$ cat config.mk
export PLATFORM = sky130hd
export DESIGN_NAME = drs_debug_run_status
export DESIGN_NICKNAME = d
export VERILOG_FILES = /design/src/rtl/drs_pkg.sv /design/src/rtl/drs_fill_counter.sv /design/src/rtl/drs_debug_run_status.sv
export VERILOG_INCLUDE_DIRS = /design/src /design/src/rtl
export SDC_FILE = /design/constraint.sdc
export NUM_CORES = 1
export LEC_CHECK = 0
export CORE_UTILIZATION = 60
export CTS_CLUSTER_DIAMETER = 120
export DETAILED_ROUTE_END_ITERATION = 7
export DONT_BUFFER_PORTS = 1
export PLACE_DENSITY = 0.76
export SETUP_SLACK_MARGIN = 0.02
export SYNTH_ARGS = -nofsm -noshare
export SYNTH_HDL_FRONTEND = slang
export SYNTH_SLANG_ARGS = --single-unit
$ cat constraint.sdc
create_clock -name clock -period 1.7 [get_ports clock]
set_clock_uncertainty 0.05 [all_clocks]
set_input_delay 0 -clock clock [delete_from_list [all_inputs] [get_ports clock]]
set_output_delay 0 -clock clock [all_outputs]
set_load 0.01 [all_outputs]
$ cat src/rtl/drs_params.svh
// Purpose: Constants for the debug run status block.
// Assumes: One clock, synchronous active-low reset.
// Notes:   Offsets are word indexes on the plain register port.
`ifndef DRS_PARAMS_SVH
`define DRS_PARAMS_SVH

`define DRS_ADDR_W        3
`define DRS_OFF_CONTROL   3'h0
`define DRS_OFF_STATUS    3'h1
`define DRS_OFF_IRQ_STAT  3'h2
`define DRS_OFF_IRQ_MASK  3'h3
`define DRS_CTL_ENABLE    7
`define DRS_CTL_ARM       6
`define DRS_CTL_BEGIN     5
`define DRS_ST_CMPA       7
`define DRS_ST_CMPB       6
`define DRS_ST_ARMED      5
`define DRS_CNT_W         4
`define DRS_CNT_MAX       4'h8
`define DRS_CTL_RESET     3'h0
`define DRS_IRQ_W         3
`define DRS_EV_END        0
`define DRS_EV_CMPA       1
`define DRS_EV_CMPB       2

`endif

$ cat src/rtl/drs_pkg.sv
// Purpose: Types for the debug run status block.
// Assumes: Constants come from drs_params.svh.
// Notes:   None.
package drs_pkg;
    typedef enum logic [1:0] {
        DRS_IDLE,
        DRS_WAIT_TRIG,
        DRS_CAPTURE
    } drs_state_t;

    typedef struct packed {
        logic cmpAHit;
        logic cmpBHit;
        logic trigger;
        logic fifoFull;
        logic fifoWrite;
        logic fifoRead;
    } drs_events_t;

    typedef struct packed {
        logic       enable;
        logic       arm;
        logic       beginTrace;
    } drs_ctl_t;
endpackage

$ cat src/rtl/drs_fill_counter.sv
// Purpose: Counts valid FIFO words during a capture run.
// Assumes: Count saturates at eight words.
// Notes:   In end trace the FIFO wraps, so the count stays at eight once full.
`timescale 1ns/10ps
`include "drs_params.svh"
module drs_fill_counter (
    input  wire logic                  clock,
    input  wire logic                  rst_b,
    input  wire logic                  clear,
    input  wire logic                  store,
    output logic [`DRS_CNT_W-1:0]      count
);
    always_ff @(posedge clock) begin
        if (!rst_b || clear) begin
            count <= '0;
        end else if (store && count != `DRS_CNT_MAX) begin
            count <= count + 4'h1;
        end
    end
endmodule

$ cat src/rtl/drs_debug_run_status.sv
// Purpose: Debug run control and read-only run status with interrupt.
// Assumes: Register port reads return data one cycle after the read strobe.
// Notes:   Comparators, trigger modes and FIFO data live outside this block.
//
// Design decisions made here: strobed register access and the address map.
`timescale 1ns/10ps
`include "drs_params.svh"
module drs_debug_run_status (
    input  wire logic                    clock,
    input  wire logic                    rst_b,
    input  wire logic [`DRS_ADDR_W-1:0]  regAddr,
    input  wire logic [7:0]              regWdata,
    input  wire logic                    regWrite,
    input  wire logic                    regRead,
    output logic [7:0]                   regRdata,
    input  wire drs_pkg::drs_events_t    events,
    output logic                         fifoStore,
    output logic                         runActive,
    output logic                         irq
);
    drs_pkg::drs_state_t         state;
    drs_pkg::drs_ctl_t           ctl;
    logic                        cmpAFlag;
    logic                        cmpBFlag;
    logic [`DRS_CNT_W-1:0]       validCount;
    logic [`DRS_IRQ_W-1:0]       irqStat;
    logic [`DRS_IRQ_W-1:0]       irqMask;
    logic                        ctlWrite;
    logic                        armStart;
    logic                        manualEnd;
    logic                        autoEnd;
    logic                        runEnd;
    logic                        storing;
    logic [`DRS_IRQ_W-1:0]       evVec;
    logic [7:0]                  statusWord;

    function automatic logic hit(input logic [`DRS_ADDR_W-1:0] a, input logic [`DRS_ADDR_W-1:0] off);
        hit = (a == off);
    endfunction

    assign ctlWrite  = regWrite && hit(regAddr, `DRS_OFF_CONTROL);
    assign armStart  = ctlWrite && regWdata[`DRS_CTL_ENABLE] && regWdata[`DRS_CTL_ARM]
                       && state == drs_pkg::DRS_IDLE;
    // Clearing arm or enable ends the run immediately.
    assign manualEnd = ctlWrite && (!regWdata[`DRS_CTL_ENABLE] || !regWdata[`DRS_CTL_ARM])
                       && state != drs_pkg::DRS_IDLE;
    // Begin trace ends on FIFO full, end trace ends on trigger.
    assign autoEnd   = (state == drs_pkg::DRS_CAPTURE && ctl.beginTrace && events.fifoFull)
                       || (state == drs_pkg::DRS_CAPTURE && !ctl.beginTrace && events.trigger);
    assign runEnd    = manualEnd || autoEnd;
    // Begin trace stores after trigger; end trace stores until trigger.
    assign storing   = state == drs_pkg::DRS_CAPTURE && events.fifoWrite && !runEnd;

    always_ff @(posedge clock) begin
        if (!rst_b) begin
            state <= drs_pkg::DRS_IDLE;
        end else if (runEnd) begin
            state <= drs_pkg::DRS_IDLE;
        end else begin
            unique case (state)
                drs_pkg::DRS_IDLE: begin
                    if (armStart) begin
                        state <= regWdata[`DRS_CTL_BEGIN] ? drs_pkg::DRS_WAIT_TRIG : drs_pkg::DRS_CAPTURE;
                    end
                end
                drs_pkg::DRS_WAIT_TRIG: begin
                    if (events.trigger) begin
                        state <= drs_pkg::DRS_CAPTURE;
                    end
                end
                drs_pkg::DRS_CAPTURE: begin
                end
                default: begin
                    state <= drs_pkg::DRS_IDLE;
                end
            endcase
        end
    end

    always_ff @(posedge clock) begin
        if (!rst_b) begin
            ctl <= `DRS_CTL_RESET;
        end else if (ctlWrite) begin
            ctl.enable     <= regWdata[`DRS_CTL_ENABLE];
            // A run that ends in the same cycle still drops arm.
            ctl.arm        <= regWdata[`DRS_CTL_ARM] && regWdata[`DRS_CTL_ENABLE] && !autoEnd;
            ctl.beginTrace <= regWdata[`DRS_CTL_BEGIN];
        end else if (autoEnd) begin
            ctl.arm <= 1'b0;
        end
    end

    always_ff @(posedge clock) begin
        if (!rst_b || armStart) begin
            cmpAFlag <= 1'b0;
            cmpBFlag <= 1'b0;
        end else if (state != drs_pkg::DRS_IDLE) begin
            if (events.cmpAHit) begin
                cmpAFlag <= 1'b1;
            end
            if (events.cmpBHit) begin
                cmpBFlag <= 1'b1;
            end
        end
    end

    // Count clears at arming and only counts stores, never reads.
    drs_fill_counter i_drs_fill_counter (
        .clock (clock),
        .rst_b (rst_b),
        .clear (armStart),
        .store (storing),
        .count (validCount)
    );

    // Armed bit mirrors arm while enabled; status has no write path.
    assign statusWord = {cmpAFlag, cmpBFlag, ctl.arm && ctl.enable, 1'b0, validCount};

    assign evVec = {events.cmpBHit && state != drs_pkg::DRS_IDLE,
                    events.cmpAHit && state != drs_pkg::DRS_IDLE, runEnd};

    always_ff @(posedge clock) begin
        if (!rst_b) begin
            irqStat <= '0;
        end else if (regRead && hit(regAddr, `DRS_OFF_IRQ_STAT)) begin
            irqStat <= evVec;
        end else begin
            irqStat <= irqStat | evVec;
        end
    end

    always_ff @(posedge clock) begin
        if (!rst_b) begin
            irqMask <= '0;
        end else if (regWrite && hit(regAddr, `DRS_OFF_IRQ_MASK)) begin
            irqMask <= regWdata[`DRS_IRQ_W-1:0];
        end
    end

    always_ff @(posedge clock) begin
        if (!rst_b) begin
            irq <= 1'b0;
        end else begin
            irq <= |(irqStat & irqMask) || |(evVec & irqMask);
        end
    end

    always_ff @(posedge clock) begin
        if (!rst_b) begin
            regRdata <= 8'h00;
        end else if (regRead) begin
            unique case (regAddr)
                `DRS_OFF_CONTROL:  regRdata <= {ctl.enable, ctl.arm, ctl.beginTrace, 5'h00};
                `DRS_OFF_STATUS:   regRdata <= statusWord;
                `DRS_OFF_IRQ_STAT: regRdata <= {5'h00, irqStat};
                `DRS_OFF_IRQ_MASK: regRdata <= {5'h00, irqMask};
                default:           regRdata <= 8'h00;
            endcase
        end else begin
            regRdata <= 8'h00;
        end
    end

    always_ff @(posedge clock) begin
        if (!rst_b) begin
            fifoStore <= 1'b0;
            runActive <= 1'b0;
        end else begin
            fifoStore <= storing;
            runActive <= state != drs_pkg::DRS_IDLE && !runEnd;
        end
    end
endmodule

## After elaboration in Yosys (flattened, before gate mapping)

Index checks and enable logic that the tools add are counted.
Widths: inputs -> output; s select.

- Bits in registers: 28
- Input port bits: 21
- Output and inout port bits: 11

- Add/sub/neg operators: 1
- Equal/unequal tests: 8
- Multiplexer cells: 8
- Bitwise gates (word level): 5
- Reductions and logical operators: 43

Operators by type and width:

| operator | count |
|---|---|
| $pmux 8 s4 | 1 |
| $logic_and 1x1->1 | 21 |
| $and 3x3->3 | 2 |
| $eq 3x2->1 const B | 2 |
| $logic_not 1->1 | 6 |
| $mux 2 | 3 |
| $pmux 2 s3 | 1 |
| $reduce_and 2->1 | 3 |
| $reduce_or 3->1 | 2 |
| $logic_or 1x1->1 | 5 |
| $add 4x1->4 const B | 1 |
| $ne 4x4->1 const B | 1 |
| $reduce_bool 2->1 | 2 |
| $eq 3x1->1 const B | 1 |
| $logic_not 3->1 | 1 |
| $mux 3 | 1 |
| $or 3x3->3 | 1 |
| $reduce_and 3->1 | 1 |
| $eq 2x1->1 const B | 1 |
| $eq 2x2->1 const B | 1 |
| $logic_not 2->1 | 1 |
| $mux 1 | 2 |
| $ne 2x1->1 const B | 1 |
| $ne 2x2->1 const B | 1 |
| 2 further kinds | 3 |

## Depth between registers and ports, before layout

Gate-level depths: netlist of the first run.

- Word-level depth: 8
- Mapped depth: 6
- Mapped depth without buffers: 6

## Cells and area by module

From an unflattened synthesis of the first run, not the netlist that was laid out.

- Cell total of the unflattened synthesis: 130
- Area, all modules: 1,234.9 µm²

Modules (own cells, without submodules):

| module | times used | cells an instance | area each (µm²) |
|---|---|---|---|
| drs_debug_run_status | 1 | 107 | 1,011.0 |
| drs_fill_counter | 1 | 23 | 224.0 |

## Worst setup path before layout of the first run

Ideal clock, no wire load.

- Kind: register -> register
- From: reg ctl[0] (netlist name)
- To: reg i_drs_fill_counter.count[1]
- Setup time: 119 ps
- Arrival time: 1,376 ps
- Data required time: 1,531 ps
- Setup slack: 155 ps
- Cell stages (with the launch flop): 5
- Path buffers: 0
- Path through: dfxtp_1 -> mux2_4 -> a2111oi_2 -> mux2i_1 -> nor2_1

- Longest elaborated chain between the ends: 8

Ends and longest elaborated chain:

| element | RTL line | text |
|---|---|---|
| start, declared | drs_debug_run_status.sv:22 | `drs_pkg::drs_ctl_t ctl;` |
| start signal, assigned | drs_debug_run_status.sv:82 | `` ctl <= `DRS_CTL_RESET; `` |
| $logic_not 1->1 | drs_debug_run_status.sv:49 | `\|\| (state == drs_pkg::DRS_CAPTURE && !ctl.beginTrace && events.trigger);` |
| $logic_and 1x1->1 (2 in series) | drs_debug_run_status.sv:49 |  |
| $logic_or 1x1->1 * | drs_debug_run_status.sv:49 |  |
| $logic_or 1x1->1 * | drs_debug_run_status.sv:50 | `assign runEnd = manualEnd \|\| autoEnd;` |
| $logic_not 1->1 * | drs_debug_run_status.sv:52 | `assign storing = state == drs_pkg::DRS_CAPTURE && events.fifoWrite && !runEnd;` |
| $logic_and 1x1->1 * | drs_debug_run_status.sv:52 |  |
| $logic_and 1x1->1 (no line) * | -- |  |
| end signal, assigned | drs_fill_counter.sv:17 | `count <= count + 4'h1;` |
| end, declared | drs_fill_counter.sv:11 | `` output logic [`DRS_CNT_W-1:0] count `` |

Every way passes the cells marked *; elsewhere a longest branch is shown, timed or not.
A chain may end at the register's enable or synchronous reset.

## Worst setup path after layout of the first run

- From: reg ctl[0] (netlist name)
- To: reg ctl[1] (netlist name)

- Longest elaborated chain between the ends: 7

Ends and longest elaborated chain:

| element | RTL line | text |
|---|---|---|
| $logic_not 1->1 | drs_debug_run_status.sv:49 |  |
| $logic_and 1x1->1 (2 in series) | drs_debug_run_status.sv:49 |  |
| $logic_or 1x1->1 * | drs_debug_run_status.sv:49 |  |
| $logic_not 1->1 | drs_debug_run_status.sv:86 | `` ctl.arm <= regWdata[`DRS_CTL_ARM] && regWdata[`DRS_CTL_ENABLE] && !autoEnd; `` |
| $logic_and 1x1->1 | drs_debug_run_status.sv:86 |  |
| $mux 1 | drs_debug_run_status.sv:83 | `end else if (ctlWrite) begin` |

Marks and branches as above.

==> results of run 1 <==
[worst reg2reg max path: stages (launching register included)]
cell	delay, ps
dfxtp_2	380
mux2_4	340
dlygate4sd3_1	560
a221oi_1	230
[stage by stage]
| step | std cells | total power, mW | hold slack, ps | cell area [µm²] |
|---|---|---|---|---|
| 2_1_floorplan | 127 | 0.7015 | 87.54 | 1199 |
| 3_3_place_gp | 151 | 0.7013 | 73.35 | 1234 |
| 3_5_place_dp | 151 | 0.7029 | 76.71 | 1234 |
| 4_1_cts | 173 | 1.006 | 3.687 | 1440 |
| 5_1_grt | 175 | 1.038 | 60.15 | 1469 |
| 6_report | 175 | 1.018 | 13.64 | 1469 |
[cells in the final DEF (no fill, tap or decap), types with 2 or more instances in the layout]
cell,Yosys,routed
a21boi_1,2,2
a21oi_1,7,7
a22oi_1,5,5
buf_4,1,5
clkbuf_4,0,3
dfxtp_1,27,26
dlygate4sd3_1,0,18
ha_1,2,2
inv_1,8,8
mux2_2,2,2
mux2i_1,9,9
nand2_1,6,6
nand3_1,3,3
nand3b_1,3,3
nor2_1,17,17
nor2b_1,11,11
o21a_1,2,2
or2_2,2,2
xnor2_1,2,2
[cell type report]
type	count	area (µm²)	area share [%]
Tap cell	25	31.28	2.129
Clock buffer	4	26.28	1.789
Inverter	8	30.03	2.044
Timing Repair Buffer	23	217.7	14.82
Sequential cell	27	541.8	36.88
Multi-Input combinational cell	88	621.8	42.33
[per-layer routing]
metal / vias to the layer above / share of wire [%] / track usage [%]
met2: 24 / 50 / 45.56
met1: 472 / 47 / 35.15
li1: 487 / - / -
met4: 0 / 0 / 5.143
met5: - / 0 / 0
met3: 0 / 3.6 / 2.745
[worst min path at each step]
stage / startpoint / end / slack (ps) / depth (start not counted)
after detailed placement: rst_b / irq / 80 / 1
after global routing: events[5] / irq / 60 / 3
after CTS: events[5] / irq / 4 / 3
after global placement: rst_b / irq / 70 / 1
after floorplan: events[5] / cmpAFlag / 90 / 2
final: regAddr[0] / irqMask[0] / 10 / 3
[power groups by stage]
stage	Clock, mW	Combinational (mW)	Sequential (mW)
floorplan	0	0.0463	0.655
CTS	0.273	0.0907	0.642
detailed placement	0	0.0467	0.656
global route	0.288	0.107	0.644
finish	0.276	0.0996	0.643
global placement	0	0.0453	0.656
[Yosys cell counts (2+ instances only)]
cell type	number	area [µm²]
nand2_1	6	22.52
a21oi_1	7	35.03
or2_2	2	12.51
a2111oi_2	2	30.03
a21boi_1	2	15.01
mux2i_1	9	90.09
nor2b_1	11	68.82
nor2_1	17	63.81
a22oi_1	5	37.54
xnor2_1	2	17.52
inv_1	8	30.03
nand3_1	3	15.01
ha_1	2	25.02
clkbuf_1	3	11.26
nand3b_1	3	22.52
mux2_2	2	22.52
dfxtp_1	27	540.5
o21a_1	2	15.01
[what timing repair did]
action | in CTS | in global routing
hold buffers | 18 | 0
resized for setup | 0 | 2
endpoints found under the setup margin | 0 | 3
buffers inserted | 0 | 2
hold endpoints to repair | 27 | 0
[cell families after synthesis]
| family | after synthesis | synth area share [%] |
|---|---|---|
| muxes | 12 | 10.65 |
| AOI/OAI and AO/OA | 25 | 15.45 |
| xor gates and xnor gates | 2 | 1.462 |
| and+or+nand+nor | 46 | 20.88 |
| DFF | 27 | 45.09 |
| adders and majority gates | 2 | 2.087 |
| other | 1 | 0.3129 |
| buffers and inverters | 12 | 4.071 |
[sequential cells by signal, indices dropped and copies added, names as in the netlist]
register / flops
cmpAFlag: 1
cmpBFlag: 1
ctl: 3
fifoStore: 1
i_drs_fill_counter.count: 4
irq: 1
irqMask: 3
irqStat: 3
regRdata: 7
runActive: 1
state: 2
==> results.md, run 1 <==
| Group | Result | Reported |
|:---|:---|:---|
| worst setup path | Timing startpoint of the critical path | ctl[0] |
| logic synthesis | Post-Synthesis Net Count | 150 |
| detailed routing | Wirelength, routed | 2519 µm |
| floorplan | Die X | 46.70 µm |
| logic synthesis | Register bit total from synthesis | 27 |
| logic synthesis | Portion of the post-synthesis area used by sequential elements | 45.09% |
| floorplan | Floorplan die height | 46.70 µm |
| cts | Clock slew at reported path FFs | 150 ps |
| power and ir drop | Switching share of power | 22.93% |
| place | Final Wtd Congestion | 0.7814 |
| global routing | Aggregate global routing overflow | 0 |
| logic synthesis | Post-synthesis average cell area | 9.438 µm² |
| outcome | Run status | complete, no violations |
| power and ir drop | Net Sw Power | 0.2334 mW |
| run | Max-capacitance violation count | 0 |
| logic synthesis | Most instantiated flip-flop cell in the synthesis netlist | dfxtp_1 |
| detailed routing | Count of TritonRoute iterations in the first routing pass | 4 |
| timing | Worst Setup Slack, final | 61.84 ps |
| layout | Area growth from synthesis to layout | 22.55% |
| cts | Clock Tree Root | clkbuf_4 |
| cts | Clock net sink count | 27 |
| floorplan | Area of the die | 2180 µm² |
| worst setup path | Crit path depth | 3 |
| worst setup path | Worst-path cell chain | mux2_4 -> dlygate4sd3_1 -> a221oi_1 |
| global routing | Via count of the first global-routing pass | 931 |
| timing | Unrepaired setup endpoints after global routing | no |
| detailed routing | Routed wirelength normalized by instance count | 14.39 µm |
| logic synthesis | Total standard cell area after synthesis | 1199 µm² |
| floorplan | Core area | 1802 µm² |
| logic synthesis | Warnings from Yosys | 0 |
| cts | Bufs on Longest Clock Path | 2 |
| floorplan | Placement row count | 15 |
| detailed routing | Drt drc | 0 |
| timing | Count of endpoints failing setup in the final report | 0 |
| timing | Highest clock rate | 0.6104 GHz |
| floorplan | Top-level port count | 32 |
| logic synthesis | Library cells used by synthesis | 32 |
| cts | Number of levels the H-tree was split into | 1 |
| worst setup path | Setup slack, reg-to-reg | 60 ps |
| global routing | Initial antenna violation count | 0 |
| floorplan | Initial cell density of the core | 66.53% |
| worst setup path | Worst Reg-to-Reg Cells | 3 |
| timing | Number of hold violations in the final report | 0 |
| logic synthesis | Post-Syn Instances | 127 |
| power and ir drop | Leakage power total | 0.5362 nW |
| detailed routing | DRT antenna net count | 0 |
| worst setup path | Worst-path maximum fanout | 5 |
| cts | Clock Latency Late Sink | 320 ps |
| power and ir drop | Internal power | 0.7845 mW |
| worst setup path | Required time of the critical path | 1890 ps |
| hold path | Tightest Hold Check Type | input pin to flip-flop |
| power and ir drop | IR Drop Worst-Case VDD | 0.5302 mV |
| power and ir drop | Cell Pwr Density | 692.9 nW/µm² |
| timing | Final cycle utilization of the critical path | 96.36% |
| layout | Number of filler cells placed in the layout | 128 |
| layout | Antenna diode instance count | 0 |
| global routing | Total GRT Usage | 26.32% |
| worst setup path | Data arrival at the endpoint of the critical path | 1830 ps |
| worst setup path | Cell class contributing the biggest share of worst-path delay | buffers and inverters |
| worst setup path | Buffer and inverter count on the worst path | 1 |
| place | HPWL after DPL | 1631 µm |
| worst setup path | Worst setup path endpoint | ctl[1] |
| worst setup path | Worst flop-to-flop path endpoint | ctl[1] |
| detailed routing | DRC violation total after the first TritonRoute iteration | 32 |
| global routing | Wire length of the first global-routing pass | 4126 µm |
| cts | Num CTS Buffers | 3 |
| power and ir drop | Combinational group share of total power | 9.8% |
| worst setup path | Capturing element type of the critical path | flip-flop |
| detailed routing | Via Count | 983 |
| cts | Clock tree from TritonCTS | yes |
| power and ir drop | Fraction of power consumed by the clock network | 27.1% |
| worst setup path | Path type of the worst setup path | flip-flop to flip-flop |
| detailed routing | Routed vias/inst | 5.617 |
| place | DP Worst Slack | 55.60 ps |
| worst setup path | Nature of the critical path startpoint | flip-flop |
| global routing | Maximum number of pins on one net before global-route repair | 15 |
| logic synthesis | Fraction of synthesis flops using an asynchronous set or reset pin | 0% |
| worst setup path | Crit path max-delay cell type | dlygate4sd3_1 |
| timing | Setup TNS | 0 ps |
| worst setup path | Delay of the slowest critical-path stage | 560 ps |
| timing | Final period demand of the worst path | 1638 ps |
| logic synthesis | Count of flip-flops with a built-in enable after synthesis | 0 |
| power and ir drop | Sequential power share | 63.1% |
| timing | Number of max-slew violations in the final report | 0 |
| layout | Final Net Count | 174 |
| layout | Fraction of final layout cells sized beyond drive strength 1 | 11.33% |
| layout | Post-layout utilization of the core | 81.53% |
| worst setup path | Critical register-to-register path startpoint | ctl[0] |
| place | Port bufs | 0 |
Note: power is estimated with default switching activity, not from simulation.
==> run 2: changes to the inputs <==
--- a/config.mk
+++ b/config.mk
@@ -6,12 +6,15 @@
 export SDC_FILE = /design/constraint.sdc
 export NUM_CORES = 1
 export LEC_CHECK = 0
-export CORE_UTILIZATION = 60
+export CELL_PAD_IN_SITES_DETAIL_PLACEMENT = 1
+export CELL_PAD_IN_SITES_GLOBAL_PLACEMENT = 1
+export CORE_UTILIZATION = 45
 export CTS_CLUSTER_DIAMETER = 120
 export DETAILED_ROUTE_END_ITERATION = 7
 export DONT_BUFFER_PORTS = 1
-export PLACE_DENSITY = 0.76
+export PLACE_DENSITY_LB_ADDON = 0.1
 export SETUP_SLACK_MARGIN = 0.02
+export SKIP_CTS_REPAIR_TIMING = 1
 export SYNTH_ARGS = -nofsm -noshare
 export SYNTH_HDL_FRONTEND = slang
 export SYNTH_SLANG_ARGS = --single-unit
==> run 2 against run 1 <==
Against the previous run:
- the run now ends with negative hold slack left
- utilization is 22 points lower
- wire length is 19% higher
- sequential cell count stayed put
- global-route usage is 5.7 points lower
- non-clock buffer count stayed put
- sequential power hardly changed
- critical path depth is 2 higher
- combinational power is 10% lower
- highest routed layer is now met4
==> results.md, run 2 (same netlist as run 1, synthesis figures left out) <==
| Group | Result | Reported |
|:---|:---|:---|
| cts | Clock Tree Root | clkbuf_4 |
| worst setup path | Delay of the slowest critical-path stage | 720 ps |
| layout | Final cell count without fillers | 180 |
| global routing | Global route hottest layer | met1 |
| global routing | Aggregate global routing overflow | 0 |
| cts | Num CTS Buffers | 3 |
| outcome | Run status | finished with violations |
| hold path | Cell depth of the worst min-delay path | 3 |
| timing | Worst slew margin | 63.05% |
| worst setup path | Path type of the worst setup path | input pin to flip-flop |
| worst setup path | Worst path most repeated cell | dlygate4sd3_1 |
| global routing | Via count of the first global-routing pass | 829 |
| global routing | Met3 track demand over resource | 3.955% |
| worst setup path | Worst-path cell chain | dlygate4sd3_1 -> nand3b_1 -> or2_2 -> nor2_1 -> dlygate4sd3_1 |
| layout | Number of filler cells placed in the layout | 295 |
| cts | Clock tree from TritonCTS | yes |
| outcome | Failing checks | negative hold slack |
| worst setup path | Data arrival at the endpoint of the critical path | 1860 ps |
| cts | Clock net sink count | 27 |
| floorplan | Die X | 53.61 µm |
| global routing | Wire length of the first global-routing pass | 4133 µm |
| timing | Worst Max-Slew Pin Slew | 551.9 ps |
| layout | Final Net Count | 174 |
| hold path | Terminating pin of the worst hold path | regRdata[0] |
| timing | Unrepaired setup endpoints after global routing | no |
| timing | Count of endpoints failing setup in the final report | 0 |
| layout | Area growth from synthesis to layout | 23.80% |
| power and ir drop | Leakage power total | 0.5509 nW |
| global routing | Initial antenna violation count | 0 |
| detailed routing | Routed wirelength normalized by instance count | 16.71 µm |
| global routing | Total GRT Usage | 20.59% |
| power and ir drop | Cell Pwr Density | 690.2 nW/µm² |
| global routing | GR Layer Usage met2 | 29.79% |
| worst setup path | Worst flop-to-flop path endpoint | i_drs_fill_counter.count[2] |
| timing | Highest clock rate | 0.6169 GHz |
| detailed routing | Via Count | 972 |
| power and ir drop | IR Drop Worst-Case VDD | 0.4549 mV |
| floorplan | Placement row count | 18 |
| layout | Max reg flops | 7 |
| global routing | Maximum number of pins on one net before global-route repair | 15 |
| detailed routing | DRC violation total after the first TritonRoute iteration | 12 |
| timing | Worst-case hold slack | -18.57 ps |
| place | Count of placed standard cells including taps | 156 |
| detailed routing | Routed vias/inst | 5.400 |
| worst setup path | Setup slack, reg-to-reg | 120 ps |
| place | Final Wtd Congestion | 0.7702 |
| worst setup path | Cell class contributing the biggest share of worst-path delay | buffers and inverters |
| worst setup path | Capturing element type of the critical path | flip-flop |
| floorplan | Top-level port count | 32 |
| layout | Highest-count cells in the layout ignoring fill and taps | dfxtp_1, dlygate4sd3_1, nor2_1 |
| worst setup path | Worst Reg-to-Reg Cells | 4 |
| floorplan | Area of the die | 2874 µm² |
| layout | Fraction of final layout cells sized beyond drive strength 1 | 10.00% |
| floorplan | Initial cell density of the core | 47.95% |
| detailed routing | Wirelength, routed | 3007 µm |
| timing | Number of hold violations in the final report | 2 |
| worst setup path | Buffer and inverter count on the worst path | 2 |
| layout | Registers with the most flip-flops | regRdata: 7 flops, i_drs_fill_counter.count: 4 flops |
| cts | Number of levels the H-tree was split into | 1 |
| floorplan | Floorplan die height | 53.61 µm |
| detailed routing | DRT antenna net count | 0 |
| layout | Antenna diode instance count | 0 |
| worst setup path | Critical register-to-register path startpoint | ctl[0] |
| timing | Final cycle utilization of the critical path | 95.35% |
| worst setup path | Crit path max-delay cell type | dlygate4sd3_1 |
| detailed routing | Count of TritonRoute iterations in the first routing pass | 4 |
| global routing | Met1 capacity usage during global routing | 29.83% |
| layout | Most common cell after layout, fill and taps aside | dfxtp_1 |
| timing | Number of max-slew violations in the final report | 0 |
| place | Port bufs | 0 |
| worst setup path | Required time of the critical path | 1940 ps |
| cts | Clock slew at reported path FFs | 150 ps |
| run | Max-capacitance violation count | 0 |
| cts | Clock Latency Late Sink | 330 ps |
| worst setup path | Nature of the critical path startpoint | input pin |
| hold path | Min-Delay Startpoint | regAddr[0] |
| worst setup path | Worst-path maximum fanout | 8 |
| floorplan | Core area | 2500 µm² |
| layout | Register with the highest flop count | regRdata |
| hold path | Tightest Hold Check Type | input pin to flip-flop |
| place | HPWL after DPL | 1972 µm |
| cts | Bufs on Longest Clock Path | 2 |
| detailed routing | Drt drc | 0 |
| timing | Final period demand of the worst path | 1621 ps |
| worst setup path | Timing startpoint of the critical path | rst_b |
| timing | Setup TNS | 0 ps |
## run 2: cell types whose count changed in the layout (fill, tap and decap cells not counted), sizes merged
cell         change
buf              -2
dlygate4sd3      +2
## run 2: cell type report
cell class,count,area (µm²),area share [%]
Clock buffer,4,26.28,1.771
Inverter,8,30.03,2.024
Multi-Input combinational cell,88,626.9,42.24
Sequential cell,27,540.5,36.43
Tap cell,30,37.54,2.530
Timing Repair Buffer,23,222.7,15.01
## run 2: power breakdown
part / switching [mW] / total [mW] / leakage [nW] / internal [mW]
logic: 0.0418 / 0.0896 / 0.318 / 0.0478
registers: 0.00414 / 0.643 / 0.218 / 0.639
clock network: 0.200 / 0.292 / 0.0150 / 0.0921
## run 2: per-layer routing
metal,part of all wire (%),vias to the layer above
li1,-,482
met1,47,460
met2,48,26
met3,3.6,4
met4,1.1,0
met5,0,-
## run 2: how the worst max path moves through the flow
| stage | cells after the start | to |
|---|---|---|
| 6_report | 5 | regRdata[3] |
| 5_1_grt | 5 | regRdata[3] |
| 4_1_cts | 4 | i_drs_fill_counter.count[2] |
| 3_5_place_dp | 4 | i_drs_fill_counter.count[2] |
| 3_3_place_gp | 4 | i_drs_fill_counter.count[1] |
| 2_1_floorplan | 4 | i_drs_fill_counter.count[1] |
## run 2: per-stage QoR
step / hold slack [ps] / power, mW / utilization (%) / worst slack [ps] / cell area (µm²)
floorplan: 87.54 / 0.7015 / - / 155.2 / 1199
global placement: 75.01 / 0.7029 / 49.60 / 100.4 / 1240
detailed placement: 75.81 / 0.7040 / 49.60 / 30.93 / 1240
CTS: -287.4 / 0.9869 / 50.65 / 12.27 / 1266
global route: 10.75 / 1.064 / 59.36 / 38.69 / 1484
finish: -18.57 / 1.024 / 59.36 / 79.07 / 1484
## run 2: worst register-to-register path: cells and delay by family (launching register included)
| family | cells | cell delay (ps) |
|---|---|---|
| AND/OR/NAND/NOR | 1 | 50 |
| multiplexers | 2 | 600 |
| AO/OA/AOI/OAI | 1 | 400 |
| flip-flops | 1 | 400 |
